## src/hdl/rtctk_pkg.sv

```systemverilog
// constants for the real-time clock timekeeping and alarm core
package rtctk_pkg;
    localparam logic [15:0] DEF_IO_BASE = 16'h0070;
    localparam logic [6:0] IDX_SEC = 7'h00;
    localparam logic [6:0] IDX_CRA = 7'h0a;
    localparam logic [6:0] IDX_CRB = 7'h0b;
    localparam logic [6:0] IDX_CRC = 7'h0c;
    localparam logic [6:0] IDX_CRD = 7'h0d;
    localparam logic [6:0] IDX_CEN = 7'h48;
    localparam logic [6:0] IDX_DALM = 7'h49;
    localparam logic [6:0] IDX_MALM = 7'h4a;
    // pointers in bank 2: bit 7 bank, bits 6-0 index
    localparam logic [6:0] IDX_PTR0 = 7'h48;
    localparam logic [7:0] PTR_CEN_RST = 8'hc8;
    localparam logic [7:0] PTR_DALM_RST = 8'hc9;
    localparam logic [7:0] PTR_MALM_RST = 8'hca;
    localparam logic [6:0] CRA_RST = 7'h60;
    localparam logic [7:0] CRB_RST = 8'h02;
    localparam logic [7:0] CEN_RST = 8'h14;
    localparam logic [7:0] CRD_VAL = 8'h80;
    localparam int B_SET = 7;
    localparam int B_DM = 2;
    localparam int B_H24 = 1;
    localparam int B_DSE = 0;
    localparam logic [2:0] DV_BANK0 = 3'b010;
    localparam logic [2:0] DV_BANK1 = 3'b011;
    localparam logic [2:0] DV_BANK2 = 3'b100;
    localparam int DIV_W = 15;
    localparam int OSC_HZ = 32768;
    localparam int UIP_LEAD_US = 244;
    localparam int UIP_TICKS = (UIP_LEAD_US * OSC_HZ + 999999) / 1000000;
    localparam logic [DIV_W-1:0] UIP_START = 15'h4000;
    localparam logic [DIV_W-1:0] UPD_POINT = UIP_START + 15'(UIP_TICKS);
endpackage

```

## src/hdl/rtctk_core.sv

```systemverilog
// timekeeping, periodic, update and alarm core behind an index/data port
// How it works
// [RULE_01] divide the 32768 Hz tick by 2^15 for the once-per-second update
// [RULE_02] control A bits 6-4 steer divider and bank, bits 3-0 pick tap
// [RULE_03] reset codes clear the divider; first update 500 ms after start
// [RULE_04] first periodic flag comes half a period after the chain starts
// [RULE_05] control B bit 2 picks BCD or binary, bit 1 picks 12/24 hour
// [RULE_06] software rewrites all time registers after a format change
// [RULE_07] summer time: 1:59:59 to 3:00 in April, back to 1:00 in October
// [RULE_08] month lengths automatic, February has 29 days in leap years
// [RULE_09] seconds through century advance once each second
// [RULE_10] host must not touch time registers during an update
// [RULE_11] raising the set bit snapshots time into the user copy
// [RULE_12] dropping the set bit loads modified user copy fields
// [RULE_13] update-ended event right after update, 999 ms to the next
// [RULE_14] update-in-progress rises 244 us before each update; the code keeps it low before updates while the set bit is high
// [RULE_15] periodic event lands half a period plus 244 us before update
// [RULE_16] after each update compare time against the alarm registers
// [RULE_17] full match sets alarm flag; request only with alarm enable
// [RULE_18] alarm field with bits 7,6 both set matches any value
// [RULE_19] seconds, minutes, hours alarms at 01h, 03h, 05h in every bank
// [RULE_20] date and month alarms at bank 1 49h/4Ah, movable by pointers
// [RULE_21] century at bank 1 48h by default, movable by a pointer
// [RULE_22] index port at 70h, data port at 71h, base set by configuration
// [RULE_23] divider codes: off, normal bank 0/1/2, test, held in reset; the code runs the chain as bank 0 for off and test
// [RULE_24] one active-low request for enabled periodic, alarm, update
// [RULE_25] reading control C clears all its flags at once
// [RULE_26] update-ended flag set at the end of every update
`timescale 1ns/10ps
`default_nettype none
module rtctk_core
(
    input  wire logic        CLOCK_I,
    input  wire logic        RSTN_I,
    input  wire logic        OSC_TICK_I,
    input  wire logic [15:0] IO_BASE_I,
    input  wire logic [15:0] IO_ADDR_I,
    input  wire logic        IO_RD_I,
    input  wire logic        IO_WR_I,
    input  wire logic [7:0]  IO_WDATA_I,
    output logic      [7:0]  IO_RDATA_O,
    output logic             IRQ_N_O
);
    import rtctk_pkg::*;

    typedef struct packed {
        logic [6:0]      idx;
        logic [6:0]      divider_rate_control;
        logic [7:0]      format_interrupt_control;
        logic [2:0]      flg;
        logic [7:0][7:0] tm;
        logic [7:0][7:0] uc;
        logic [7:0]      dirty;
        logic [4:0][7:0] alm;
        logic [2:0][7:0] ptr;
        logic [14:0]     div;
        logic            update_pending_flag;
        logic            chk;
        logic            fb_done;
        logic            irq_n;
        logic [7:0]      rdata;
    } rtctk_state_t;

    rtctk_state_t s_q;
    rtctk_state_t s_d;

    function automatic logic [7:0] bin2bcd(input logic [7:0] v);
        logic [7:0] t;
        t = v / 8'd10;
        return {t[3:0], 4'(v - 8'(t * 8'd10))};
    endfunction

    function automatic logic [7:0] bcd2bin(input logic [7:0] v);
        return 8'({4'h0, v[7:4]} * 8'd10) + {4'h0, v[3:0]};
    endfunction

    // internal counters are binary, 24 hour; host view converted here
    function automatic logic [7:0] to_host(input logic [7:0] v,
                                           input logic hr, input logic bcd,
                                           input logic h24);
        logic [7:0] h;
        logic       pm;
        h = v;
        pm = 1'b0;
        if (hr && !h24)
        begin
            pm = v >= 8'd12;
            h = pm ? v - 8'd12 : v;
            if (h == 8'd0)
                h = 8'd12;
        end
        h = bcd ? bin2bcd(h) : h;
        return {pm | h[7], h[6:0]};
    endfunction

    function automatic logic [7:0] from_host(input logic [7:0] d,
                                             input logic hr, input logic bcd,
                                             input logic h24);
        logic [7:0] h;
        h = (hr && !h24) ? {1'b0, d[6:0]} : d;
        h = bcd ? bcd2bin(h) : h;
        if (hr && !h24)
        begin
            if (h == 8'd12)
                h = 8'd0;
            if (d[7])
                h = h + 8'd12;
        end
        return h;
    endfunction

    function automatic logic [7:0] days_in(input logic [7:0] mon,
                                           input logic [7:0] yr,
                                           input logic [7:0] cen);
        logic leap;
        leap = (yr[1:0] == 2'b00) && (yr != 8'd0 || cen[1:0] == 2'b00);
        case (mon)
            8'd2:  return leap ? 8'd29 : 8'd28;
            8'd4, 8'd6, 8'd9, 8'd11: return 8'd30;
            default: return 8'd31;
        endcase
    endfunction

    // tap bit whose rise marks a periodic event; codes 1,2 alias 8,9
    function automatic logic [3:0] tap_bit(input logic [3:0] rs);
        logic [3:0] r;
        r = (rs == 4'd1 || rs == 4'd2) ? rs + 4'd7 : rs;
        return r - 4'd2;
    endfunction

    logic [2:0]  dv;
    logic [1:0]  bank;
    logic        run;
    logic        bcd;
    logic        h24;
    logic [14:0] nxt;
    logic        pev;
    logic        aev;
    logic        uev;
    logic        rd_c;
    logic        hit_idx;
    logic        hit_dat;
    logic        is_tm;
    logic [2:0]  f;
    logic        is_alm;
    logic [2:0]  ai;
    logic        is_ptr;
    logic [1:0]  pi;
    logic [7:0]  rv;
    logic [7:0]  hv;
    logic [7:0]  t [8];
    logic        am;
    logic [2:0]  fi;

    always_comb
    begin
        s_d = s_q;
        dv = s_q.divider_rate_control[6:4];
        bank = (dv == DV_BANK1) ? 2'd1 : (dv == DV_BANK2) ? 2'd2 : 2'd0; // [RULE_23]
        run = dv[2:1] != 2'b11;                                           // [RULE_23]
        bcd = !s_q.format_interrupt_control[B_DM];                                             // [RULE_05]
        h24 = s_q.format_interrupt_control[B_H24];                                             // [RULE_05]
        nxt = s_q.div + 15'd1;
        pev = 1'b0;
        aev = 1'b0;
        uev = 1'b0;
        rd_c = 1'b0;
        rv = 8'h00;
        hv = 8'h00;
        am = 1'b1;
        fi = 3'd0;
        for (int i = 0; i < 8; i++)
            t[i] = s_q.tm[i];

        // divider chain, advanced by the slow oscillator tick
        if (!run)
            s_d.div = '0;                                                 // [RULE_03]
        else if (OSC_TICK_I)
        begin
            s_d.div = nxt;                                                // [RULE_01]
            pev = (s_q.divider_rate_control[3:0] != 4'd0) && nxt[tap_bit(s_q.divider_rate_control[3:0])]
                  && !s_q.div[tap_bit(s_q.divider_rate_control[3:0])];         // [RULE_02] [RULE_04] [RULE_15]
            uev = nxt == UPD_POINT;                                       // [RULE_03]
        end
        // status window sits just ahead of the update point
        s_d.update_pending_flag = run && !s_d.format_interrupt_control[B_SET] && s_d.div >= UIP_START
                  && s_d.div < UPD_POINT;                                 // [RULE_14]

        // once-per-second advance; internal counters keep running under set
        if (uev)
        begin
            if (s_q.format_interrupt_control[B_DSE] && t[5] == 8'd4 && t[3] == 8'd1
                && t[4] <= 8'd7 && t[2] == 8'd1 && t[1] == 8'd59
                && t[0] == 8'd59)
            begin
                t[2] = 8'd3;                                              // [RULE_07]
                t[1] = 8'd0;
                t[0] = 8'd0;
            end
            else if (s_q.format_interrupt_control[B_DSE] && t[5] == 8'd10 && t[3] == 8'd1
                     && t[4] > 8'd24 && t[2] == 8'd1 && t[1] == 8'd59
                     && t[0] == 8'd59 && !s_q.fb_done)
            begin
                t[1] = 8'd0;                                              // [RULE_07]
                t[0] = 8'd0;
                s_d.fb_done = 1'b1;
            end
            else if (t[0] != 8'd59)
                t[0] = t[0] + 8'd1;                                       // [RULE_09]
            else
            begin
                t[0] = 8'd0;
                if (t[1] != 8'd59)
                    t[1] = t[1] + 8'd1;
                else
                begin
                    t[1] = 8'd0;
                    if (t[2] != 8'd23)
                        t[2] = t[2] + 8'd1;
                    else
                    begin
                        t[2] = 8'd0;
                        s_d.fb_done = 1'b0;
                        t[3] = (t[3] == 8'd7) ? 8'd1 : t[3] + 8'd1;
                        if (t[4] < days_in(t[5], t[6], t[7]))     // [RULE_08]
                            t[4] = t[4] + 8'd1;
                        else
                        begin
                            t[4] = 8'd1;
                            if (t[5] != 8'd12)
                                t[5] = t[5] + 8'd1;
                            else
                            begin
                                t[5] = 8'd1;
                                if (t[6] != 8'd99)
                                    t[6] = t[6] + 8'd1;
                                else
                                begin
                                    t[6] = 8'd0;
                                    t[7] = (t[7] == 8'd99) ? 8'd0
                                                           : t[7] + 8'd1;
                                end
                            end
                        end
                    end
                end
            end
            for (int i = 0; i < 8; i++)
                s_d.tm[i] = t[i];
        end
        s_d.chk = uev;

        // alarm compare one cycle after the update has settled
        if (s_q.chk)
        begin
            for (int i = 0; i < 5; i++)
            begin
                fi = (i < 3) ? 3'(i) : 3'(i + 1);
                if (s_q.alm[i][7:6] != 2'b11)                             // [RULE_18]
                    am = am && (from_host(s_q.alm[i], i == 2, bcd, h24)
                                == s_q.tm[fi]);                           // [RULE_16]
            end
            aev = am;                                                     // [RULE_17]
        end

        // data port decode: common area, relocatable and pointer registers
        hit_idx = IO_ADDR_I == IO_BASE_I;                                 // [RULE_22]
        hit_dat = IO_ADDR_I == 16'(IO_BASE_I + 16'd1);                    // [RULE_22]
        is_tm = 1'b0;
        f = 3'd0;
        is_alm = 1'b0;
        ai = 3'd0;
        is_ptr = 1'b0;
        pi = 2'd0;
        case (s_q.idx)
            7'h00: begin is_tm = 1'b1; f = 3'd0; end
            7'h02: begin is_tm = 1'b1; f = 3'd1; end
            7'h04: begin is_tm = 1'b1; f = 3'd2; end
            7'h06: begin is_tm = 1'b1; f = 3'd3; end
            7'h07: begin is_tm = 1'b1; f = 3'd4; end
            7'h08: begin is_tm = 1'b1; f = 3'd5; end
            7'h09: begin is_tm = 1'b1; f = 3'd6; end
            7'h01: begin is_alm = 1'b1; ai = 3'd0; end                   // [RULE_19]
            7'h03: begin is_alm = 1'b1; ai = 3'd1; end                   // [RULE_19]
            7'h05: begin is_alm = 1'b1; ai = 3'd2; end                   // [RULE_19]
            default:
            begin
                if (bank == 2'd2 && s_q.idx >= IDX_PTR0
                    && s_q.idx <= IDX_PTR0 + 7'd2)
                begin
                    is_ptr = 1'b1;
                    pi = 2'(s_q.idx - IDX_PTR0);
                end
                else if (bank != 2'd2)
                begin
                    if (s_q.ptr[0] == {bank[0], s_q.idx})                // [RULE_21]
                    begin
                        is_tm = 1'b1;
                        f = 3'd7;
                    end
                    else if (s_q.ptr[1] == {bank[0], s_q.idx})           // [RULE_20]
                    begin
                        is_alm = 1'b1;
                        ai = 3'd3;
                    end
                    else if (s_q.ptr[2] == {bank[0], s_q.idx})           // [RULE_20]
                    begin
                        is_alm = 1'b1;
                        ai = 3'd4;
                    end
                end
            end
        endcase

        if (is_tm)
            rv = to_host(s_q.format_interrupt_control[B_SET] ? s_q.uc[f] : s_q.tm[f],
                         f == 3'd2, bcd, h24);                            // [RULE_05]
        else if (is_alm)
            rv = s_q.alm[ai];
        else if (is_ptr)
            rv = s_q.ptr[pi];
        else if (s_q.idx == IDX_CRA)
            rv = {s_q.update_pending_flag, s_q.divider_rate_control};                                      // [RULE_14]
        else if (s_q.idx == IDX_CRB)
            rv = s_q.format_interrupt_control;
        else if (s_q.idx == IDX_CRC)
            rv = {|(s_q.flg & s_q.format_interrupt_control[6:4]), s_q.flg, 4'h0};
        else if (s_q.idx == IDX_CRD)
            rv = CRD_VAL;

        if (IO_RD_I && hit_idx)
            s_d.rdata = {1'b0, s_q.idx};
        else if (IO_RD_I && hit_dat)
        begin
            s_d.rdata = rv;
            rd_c = s_q.idx == IDX_CRC;                                    // [RULE_25]
        end

        if (IO_WR_I && hit_idx)
            s_d.idx = IO_WDATA_I[6:0];
        else if (IO_WR_I && hit_dat)
        begin
            hv = from_host(IO_WDATA_I, f == 3'd2, bcd, h24);
            if (is_tm && s_q.format_interrupt_control[B_SET])
            begin
                s_d.uc[f] = hv;
                s_d.dirty[f] = 1'b1;
            end
            else if (is_tm)
                s_d.tm[f] = hv;
            else if (is_alm)
                s_d.alm[ai] = IO_WDATA_I;
            else if (is_ptr)
                s_d.ptr[pi] = IO_WDATA_I;
            else if (s_q.idx == IDX_CRA)
                s_d.divider_rate_control = IO_WDATA_I[6:0];                                // [RULE_02]
            else if (s_q.idx == IDX_CRB)
            begin
                s_d.format_interrupt_control = IO_WDATA_I;
                if (IO_WDATA_I[B_SET] && !s_q.format_interrupt_control[B_SET])
                begin
                    s_d.uc = s_d.tm;                                      // [RULE_11]
                    s_d.dirty = 8'h00;
                end
                else if (!IO_WDATA_I[B_SET] && s_q.format_interrupt_control[B_SET])
                    for (int i = 0; i < 8; i++)
                        if (s_q.dirty[i])
                            s_d.tm[i] = s_q.uc[i];                        // [RULE_12]
            end
        end

        // a new event in the clearing read cycle survives
        s_d.flg = (rd_c ? 3'b000 : s_q.flg) | {pev, aev, uev};            // [RULE_13] [RULE_26]
        s_d.irq_n = !(|(s_d.flg & s_d.format_interrupt_control[6:4]));                         // [RULE_24] [RULE_17]
    end

    always_ff @(posedge CLOCK_I or negedge RSTN_I)
    begin
        if (!RSTN_I)
        begin
            s_q <= '0;
            s_q.divider_rate_control <= CRA_RST;
            s_q.format_interrupt_control <= CRB_RST;
            s_q.tm[3] <= 8'h01;
            s_q.tm[4] <= 8'h01;
            s_q.tm[5] <= 8'h01;
            s_q.tm[7] <= CEN_RST;
            s_q.ptr[0] <= PTR_CEN_RST;
            s_q.ptr[1] <= PTR_DALM_RST;
            s_q.ptr[2] <= PTR_MALM_RST;
            s_q.irq_n <= 1'b1;
        end
        else
            s_q <= s_d;
    end

    assign IO_RDATA_O = s_q.rdata;
    assign IRQ_N_O = s_q.irq_n;
endmodule
`default_nettype wire

```

## config.mk

```make
export PLATFORM = sky130hd
export DESIGN_NAME = rtctk_core
export DESIGN_NICKNAME = d
export VERILOG_FILES = /design/src/hdl/rtctk_pkg.sv /design/src/hdl/rtctk_core.sv
export SDC_FILE = /design/constraint.sdc
export NUM_CORES = 1
export LEC_CHECK = 0
export ABC_AREA = 1
export BUFFER_PORTS_ARGS = -buffer_cell sky130_fd_sc_hd__buf_2
export CORE_MARGIN = 2
export CORE_UTILIZATION = 35
export CTS_CLUSTER_DIAMETER = 120
export DETAILED_ROUTE_END_ITERATION = 16
export PLACE_DENSITY_LB_ADDON = 0.2
export SETUP_SLACK_MARGIN = 0.1
export SLEW_MARGIN = 30
export SYNTH_ARGS = -nofsm -noshare
export SYNTH_HDL_FRONTEND = slang
export SYNTH_SLANG_ARGS = --single-unit
```

## constraint.sdc

```tcl
create_clock -name CLOCK_I -period 5.9 [get_ports CLOCK_I]
set_clock_uncertainty 0.05 [all_clocks]
set_input_delay 0 -clock CLOCK_I [delete_from_list [all_inputs] [get_ports CLOCK_I]]
set_output_delay 0 -clock CLOCK_I [all_outputs]
set_load 0.1 [all_outputs]
```

==> results of run 1 <==
## worst max-delay path: cells and delay by family (launching register included)
| family | cells | cell delay (ps) |
|---|---|---|
| AND/OR/NAND/NOR | 35 | 3060 |
| adder cells (fa/ha/maj) | 4 | 920 |
| buffers and inverters | 8 | 750 |
| flip-flops | 1 | 430 |
| AO/OA/AOI/OAI | 1 | 190 |
| XOR/XNOR | 1 | 190 |
## cell families (layout without fill, tap and decap cells)
family	count (synthesis)	in the layout
compound gates	750	750
xor+xnor	132	132
fa+ha+maj	85	85
buf+inv	559	738
flops	252	252
mux	7	7
simple gates	1349	1353
## layout make-up
cell class,count,area [um2],share of cell area
clock buffers,48,1020,0.0398
clock inverters,15,272,0.0106
inverters,423,1600,0.0628
multi-input cells,2327,13300,0.523
flip-flops and latches,252,6340,0.248
well taps,782,978,0.0383
repair buffers,252,1970,0.0772
## synth_stat cells, types with 54 or more instances
library cell | number | area (um2)
sky130_fd_sc_hd__o21ai_0 | 321 | 1610
sky130_fd_sc_hd__clkbuf_1 | 95 | 357
sky130_fd_sc_hd__nor2_1 | 289 | 1080
sky130_fd_sc_hd__o22ai_1 | 60 | 375
sky130_fd_sc_hd__xor2_1 | 106 | 928
sky130_fd_sc_hd__a31oi_1 | 54 | 338
sky130_fd_sc_hd__nand2_1 | 627 | 2350
sky130_fd_sc_hd__ha_1 | 72 | 901
sky130_fd_sc_hd__inv_1 | 387 | 1450
sky130_fd_sc_hd__a21oi_1 | 162 | 811
sky130_fd_sc_hd__dfrtp_1 | 232 | 5810
sky130_fd_sc_hd__nand3_1 | 194 | 971
## placed cells by master, fill, tap and decap left out, drive strengths merged, types with 5 or more instances in the layout
cell type	instances
mux2	7
a22o	11
nor3	51
nand3	205
bufinv	7
a221oi	21
nand3b	12
nand4	53
nor2	309
xor2	106
ha	72
a32oi	5
o22ai	60
buf	244
a22oi	23
dfstp	20
a211oi	9
or2	16
a31oi	54
a21oi	163
clkbuf	48
dfrtp	232
nor4	30
o211ai	26
clkinv	16
xnor2	26
inv	414
o21ai	336
o21a	6
dlygate4sd3	7
nand2	664
o221ai	8
fa	13
## metal layers
| metal | up-vias | track usage | routed length (um) | part of all wire |
|---|---|---|---|---|
| met2 | 965 | 0.417 | 38100 | 0.43 |
| met3 | 189 | 0.0510 | 7450 | 0.085 |
| met4 | 8 | 0.109 | 3530 | 0.040 |
| li1 | 10900 | - | - | - |
| met5 | - | 0 | 53 | 0.00060 |
| met1 | 10900 | 0.380 | 38900 | 0.44 |
## power breakdown
group / leakage (nW) / internal, mW / switching, mW
clock: 0.630 / 1.52 / 0.894
sequential: 3.09 / 1.77 / 0.0468
combinational: 8.32 / 0.184 / 0.409
total: 12.0 / 3.47 / 1.35
## through the flow
stage	instance area, um2	power (mW)	util	hold slack, ps
2_1_floorplan	21500	2.19	-	-346
3_3_place_gp	23300	2.42	0.385	83.8
3_5_place_dp	23300	2.42	0.385	88.5
4_1_cts	25100	4.84	0.414	3.81
5_1_grt	25500	4.99	0.421	33.8
6_report	25500	4.82	0.421	25.4
## repair_timing
| item | in CTS | in global routing |
|---|---|---|
| gates resized for setup | 44 | 69 |
| pin swaps | 22 | 48 |
| hold buffers | 7 | 0 |
| cloned | 4 | 1 |
| buffers inserted | 23 | 14 |
| hold endpoints to repair | 132 | 0 |
| endpoints found under the setup margin | 3 | 11 |
## how the worst max path moves through the flow
stage | start | slack [ps] | end | cells after the start
final | s_q[245] | 180 | IO_RDATA_O[3] | 49
after global placement | dv[1] | 30 | IO_RDATA_O[3] | 49
after detailed placement | s_q[251] | -60 | IO_RDATA_O[3] | 50
after global routing | s_q[245] | -180 | IO_RDATA_O[3] | 48
after floorplan | s_q[250] | 460 | IO_RDATA_O[3] | 50
after CTS | s_q[249] | 100 | IO_RDATA_O[3] | 52
==> implementation parameters, run 1 <==
Parameter                              Value

Place
  Cell count after placement ... 3986
  Weighted congestion reported at the end of routability-driven placement ... just over 1
  Dpl hpwl ... 64900 um
  Post-Place Worst Slack ... -58.9 ps
  Number of buffer cells added on primary ports ... 53

Synth
  Post-synth net total ... ~3300
  Synth Flop Type ... sky130_fd_sc_hd__dfrtp_1
  Yosys warnings ... 0
  Sequential element share of the synthesized area ... 0.294
  Area of the mapped netlist ... around 22000 um2
  Number of different library cells in the post-synthesis netlist ... a little over 70
  Synth Area in XOR/XNOR ... 0.0538
  Number of instances in the synthesized netlist ... ~3100
  Largest family of logic cells by synthesized area ... simple AND/OR/NAND/NOR gates
  Number of enable flip-flop cells after synthesis ... 0
  Adder and majority gate portion of the synthesized area ... 0.0540
  Simple logic cell fraction of the synthesized area ... 0.285
  Area fraction in compound gates after synthesis ... 0.202
  Count of state elements after synthesis ... between 200 and 300
  Fraction of registers with async set/reset ... 1.00
  Syn_area_per_cell ... between 6 and 7 um2
  Share of cell area taken by muxes after synthesis ... 0.00367

STA
  Slew at the pin closest to its max-slew limit ... just over 900 ps
  Min Clock Period, post-route ... between 5000 and 6000 ps
  Fmax ... between 0.15 and 0.2 GHz
  Count of final max-slew check failures ... 0
  Crit share post-route ... 0.969
  Worst rel slew slack ... 0.379
  Fin worst setup slack ... roughly 180 ps
  Setup Total Neg Slack ... 0 ps
  Number of failing hold endpoints at the final stage ... 0
  RSZ-0062 raised after global routing ... true
  Final number of setup-violating endpoints ... 0

Drt
  Avg Vias per Cell ... 5.58
  Number of DRC markers after the initial detailed-route iteration ... 2139
  Number of nets with antenna violations after routing ... 0
  Overall via count from detail_route ... 22900
  Final routed wirelength across all metal layers ... slightly below 90000 um
  Routed wire length per instance ... between 20 and 25 um
  Final routed DRC violation total ... 0
  Router iterations before antenna repair ... 6

Clock network
  Clock transition at the register clock pins on the worst setup and hold paths after CTS ... roughly 60 ps
  Number of CTS-inserted buffers ... 35
  CTS Buffer Depth ... 3
  CTS H-Tree Depth ... 2
  TritonCTS clock tree ... built
  Clk_lat worst skew ... about 570 ps
  Root buffer cell ... sky130_fd_sc_hd__clkbuf_16
  Clock tree sinks ... approximately 250

Setup path
  Critical path peak fanout ... 8
  Stage delay of the slowest cell on the critical path ... between 400 and 500 ps
  Critical-path top delay cell ... sky130_fd_sc_hd__dfrtp_1
  Worst Setup Start Kind ... flip-flop
  Setup slack of the worst register-to-register path ... roughly 180 ps
  Critical Path AT ... between 6000 and 7000 ps
  CP endpoint kind ... flip-flop
  Worst-case reg-to-reg path depth ... 49
  Category of the critical setup timing path ... reg2reg
  Startpoint of the most critical register-to-register path ... s_q[245]
  Endpoint of the most critical register-to-register path ... IO_RDATA_O[3]
  Dominant cell type by count on the critical path ... sky130_fd_sc_hd__nand2_4
  Worst path required time ... between 6000 and 7000 ps

Layout
  Count of nets after finishing ... ~3400
  Fillers ... about 6400
  Final Instance Count excl. Fillers ... ~4100
  Number of inserted diodes ... 0
  Area growth from synthesis to layout ... 18.7%
  Fraction of layout cells with a size suffix above 1 ... 0.157

Floorplanning
  Die area ... around 63000 um2
  Vertical die dimension ... 252 um
  Boundary pin count ... 54
  Starting Density ... 0.355
  Die Wd ... between 200 and 300 um
  Cell Rows ... 90
  Core Box Area ... ~61000 um2

Global routing
  Number of antenna violations at the first check in global routing ... 4
  Number of global-route vias before repair ... roughly 21000
  Largest net degree at the start of global routing ... ~150
  Global routing usage summed across all routing layers ... 0.273
  Global-route wire length before repair ... roughly 130000 um
  GRT Residual Overflow ... 0

Pwr
  Reported leakage power ... 12.0 nW
  Power density over the cells ... between 150 and 200 nW/um2
  Peak ir drop on the vdd network ... 0.156 mV

Worst hold path
  Hold-critical path depth ... 3
  Kind of path behind the tightest hold check ... in2reg
  Hold path start ... IO_WDATA_I[1]

Run status
  Run status ... completed

Job
  Maxcap violations ... 0
(Power assumes the default switching activity.)
==> run 2: changes to the inputs <==
- CTS_BUF_LIST: default -> sky130_fd_sc_hd__clkbuf_8
==> run 2 against run 1 <==
Sequential share of layout area decreased by 0.11 points; combinational power grew 2%; first-iteration DRC count shrank 0.14%; register-to-register slack lost 60 ps; core utilization rose by 0.18 points; hold slack gained 68 ps; critical path depth unchanged; clock-buffer cell count rose by 21; die area unchanged; non-clock buffer count rose by 2; sequential cell count did not move; fmax shrank 1.0%.
==> implementation parameters, run 2 (synthesis results as in run 1) <==
Parameter                              Value

Worst hold path
  Kind of path behind the tightest hold check ... in2reg
  Hold path start ... IO_WDATA_I[7]

Setup path
  Critical-path top delay cell ... sky130_fd_sc_hd__dfrtp_1
  Stage delay of the slowest cell on the critical path ... 430 ps (about the same)
  CP endpoint kind ... flip-flop
  Critical Path Source ... s_q[245]
  Startpoint of the most critical register-to-register path ... s_q[245]
  Category of the critical setup timing path ... reg2reg
  Dominant cell type by count on the critical path ... sky130_fd_sc_hd__nand2_2
  Critical path peak fanout ... 9 (+1)
  Critical Path AT ... 6260 ps (+160 ps)
  Worst path required time ... 6390 ps (+110 ps)
  Worst Setup Start Kind ... flip-flop

Layout
  Commonest cells after routing, fill and taps aside ... 606 x sky130_fd_sc_hd__nand2_1, 393 x sky130_fd_sc_hd__inv_1, 314 x sky130_fd_sc_hd__o21ai_0
  Fraction of layout cells with a size suffix above 1 ... 0.166 (+0.00860)
  Count of nets after finishing ... 3441 (+0.58%)
  Fillers ... 6354 (-0.031%)
  Final Instance Count excl. Fillers ... 4140 (+1.0%)
  Most common cell after layout, fill and taps aside ... sky130_fd_sc_hd__nand2_1
  Area growth from synthesis to layout ... 19.2%

Place
  Weighted congestion reported at the end of routability-driven placement ... 1.02 (unchanged)
  Number of buffer cells added on primary ports ... 53 (unchanged)
  Post-Place Worst Slack ... -58.9 ps (unchanged)
  Dpl hpwl ... 64900 um (unchanged)
  Cell count after placement ... 3986 (unchanged)

Run status
  Run status ... completed

Clock network
  Clock transition at the register clock pins on the worst setup and hold paths after CTS ... 60 ps (about the same)
  TritonCTS clock tree ... built
  CTS H-Tree Depth ... 2 (unchanged)
  Clock tree sinks ... 252 (unchanged)
  CTS Buffer Depth ... 3 (unchanged)
  Number of CTS-inserted buffers ... 53 (+51%)
  Clk_lat worst skew ... 680 ps (+110 ps)
  Root buffer cell ... sky130_fd_sc_hd__clkbuf_8

Drt
  Avg Vias per Cell ... 5.62 (+0.60%)
  Router iterations before antenna repair ... 6 (unchanged)
  Overall via count from detail_route ... 23300 (+1.6%)
  Final routed wirelength across all metal layers ... 89000 um (+1.1%)
  Final routed DRC violation total ... 0 (unchanged)
  Number of DRC markers after the initial detailed-route iteration ... 2136 (-0.14%)
  Routed wire length per instance ... 21.5 um (+0.13%)
  Number of nets with antenna violations after routing ... 0 (unchanged)

STA
  Fmax ... 0.173 GHz (-1.0%)
  Slew at the pin closest to its max-slew limit ... 945 ps (+14.8 ps)
  Final number of setup-violating endpoints ... 0 (unchanged)
  Count of final max-slew check failures ... 0 (unchanged)
  Crit share post-route ... 0.979 (+0.00996)
  RSZ-0062 raised after global routing ... true
  Number of failing hold endpoints at the final stage ... 0 (unchanged)
  Worst rel slew slack ... 0.369 (-0.00989)
  Worst hold-check slack ... 93.8 ps (+68.4 ps)
  Min Clock Period, post-route ... 5770 ps (+58.8 ps)
  Fin worst setup slack ... 126 ps (-58.8 ps)

Pwr
  Power density over the cells ... 182 nW/um2 (-3.7%)
  Reported leakage power ... 12.1 nW (+0.85%)
  Peak ir drop on the vdd network ... 0.141 mV (-9.5%)

Floorplanning
  Die Wd ... 252 um (unchanged)
  Starting Density ... 0.355 (unchanged)
  Die area ... 63400 um2 (unchanged)
  Boundary pin count ... 54 (unchanged)
  Core Box Area ... 60600 um2 (unchanged)
  Cell Rows ... 90 (unchanged)
  Vertical die dimension ... 252 um (unchanged)

Job
  Maxcap violations ... 0 (unchanged)

Global routing
  GRT Residual Overflow ... 0 (unchanged)
  Global routing usage summed across all routing layers ... 0.275 (+0.00169)
  Number of antenna violations at the first check in global routing ... 5 (+1)
  Largest net degree at the start of global routing ... 148 (unchanged)
  Global-route wire length before repair ... 133000 um (+0.56%)
  Number of global-route vias before repair ... 21300 (+0.21%)
==> run 2: cell count changes in the layout (fill, tap and decap cells not counted), moves of 5 or more <==
| cell | previous run | this run |
|---|---|---|
| sky130_fd_sc_hd__clkbuf_16 | 36 | 2 |
| sky130_fd_sc_hd__clkbuf_8 | 7 | 69 |
| sky130_fd_sc_hd__clkbuf_1 | 5 | 0 |
| sky130_fd_sc_hd__inv_1 | 379 | 393 |
| sky130_fd_sc_hd__nand2_1 | 612 | 606 |
| sky130_fd_sc_hd__buf_4 | 174 | 169 |
==> run 2: final cells by class <==
class	count	area [um2]	area share
timing repair buffer	254	2060	0.0805
multi-input combinational	2327	13400	0.522
clock buffer	69	950	0.0371
tap	782	978	0.0382
inverter	423	1600	0.0625
sequential	252	6340	0.247
antenna	2	5.00	0.000195
clock inverter	31	305	0.0119
==> run 2: stage by stage <==
step | TNS, ps | utilization | cell area (um2) | power (mW)
after global placement | 0 | 0.385 | 23300 | 2.42
after global routing | -305 | 0.423 | 25600 | 4.85
after CTS | 0 | 0.411 | 24900 | 4.68
after floorplan | 0 | - | 21500 | 2.19
after detailed placement | -63.3 | 0.385 | 23300 | 2.42
final | 0 | 0.423 | 25600 | 4.67
==> run 2: repair_timing <==
item                                    CTS  global route
buffers inserted                          8            24
endpoints found under the setup margin    3            11
resized for setup                        26           105
hold buffers                             12             0
pin swaps                                 6            64
gates cloned                              4             3
endpoints found under the hold margin   183             0
==> run 2: worst paths after layout <==
check,to,slack [ps],depth (start not counted)
hold reg to reg,IO_RDATA_O[6],430,2
setup reg to reg,IO_RDATA_O[3],130,49
max in group asynchronous,s_q[204],4190,5
hold / removal,s_q[91],90,6
setup / recovery,IO_RDATA_O[3],130,49
min in group asynchronous,asynchronous set/reset pin,330,3
==> run 2: power breakdown <==
| part | internal [mW] | switching, mW |
|---|---|---|
| registers | 1.77 | 0.0465 |
| logic | 0.188 | 0.413 |
| clock network | 1.32 | 0.930 |
==> run 2: critical path, delay by kind of cell (launching register included) <==
kind / cells / cell delay (ps)
and+or+nand+nor: 33 / 2950
buffers and inverters: 10 / 980
adders and majority gates: 3 / 680
DFF: 1 / 430
AOI/OAI and AO/OA: 2 / 370
xor gates and xnor gates: 1 / 160
==> run 2: metal layers <==
layer,vias to the layer above,wire length (um),GRT usage
met4,6,3490,0.0994
met5,-,46,0
met2,1036,39100,0.425
li1,10900,-,-
met1,11100,38500,0.380
met3,208,7920,0.0545
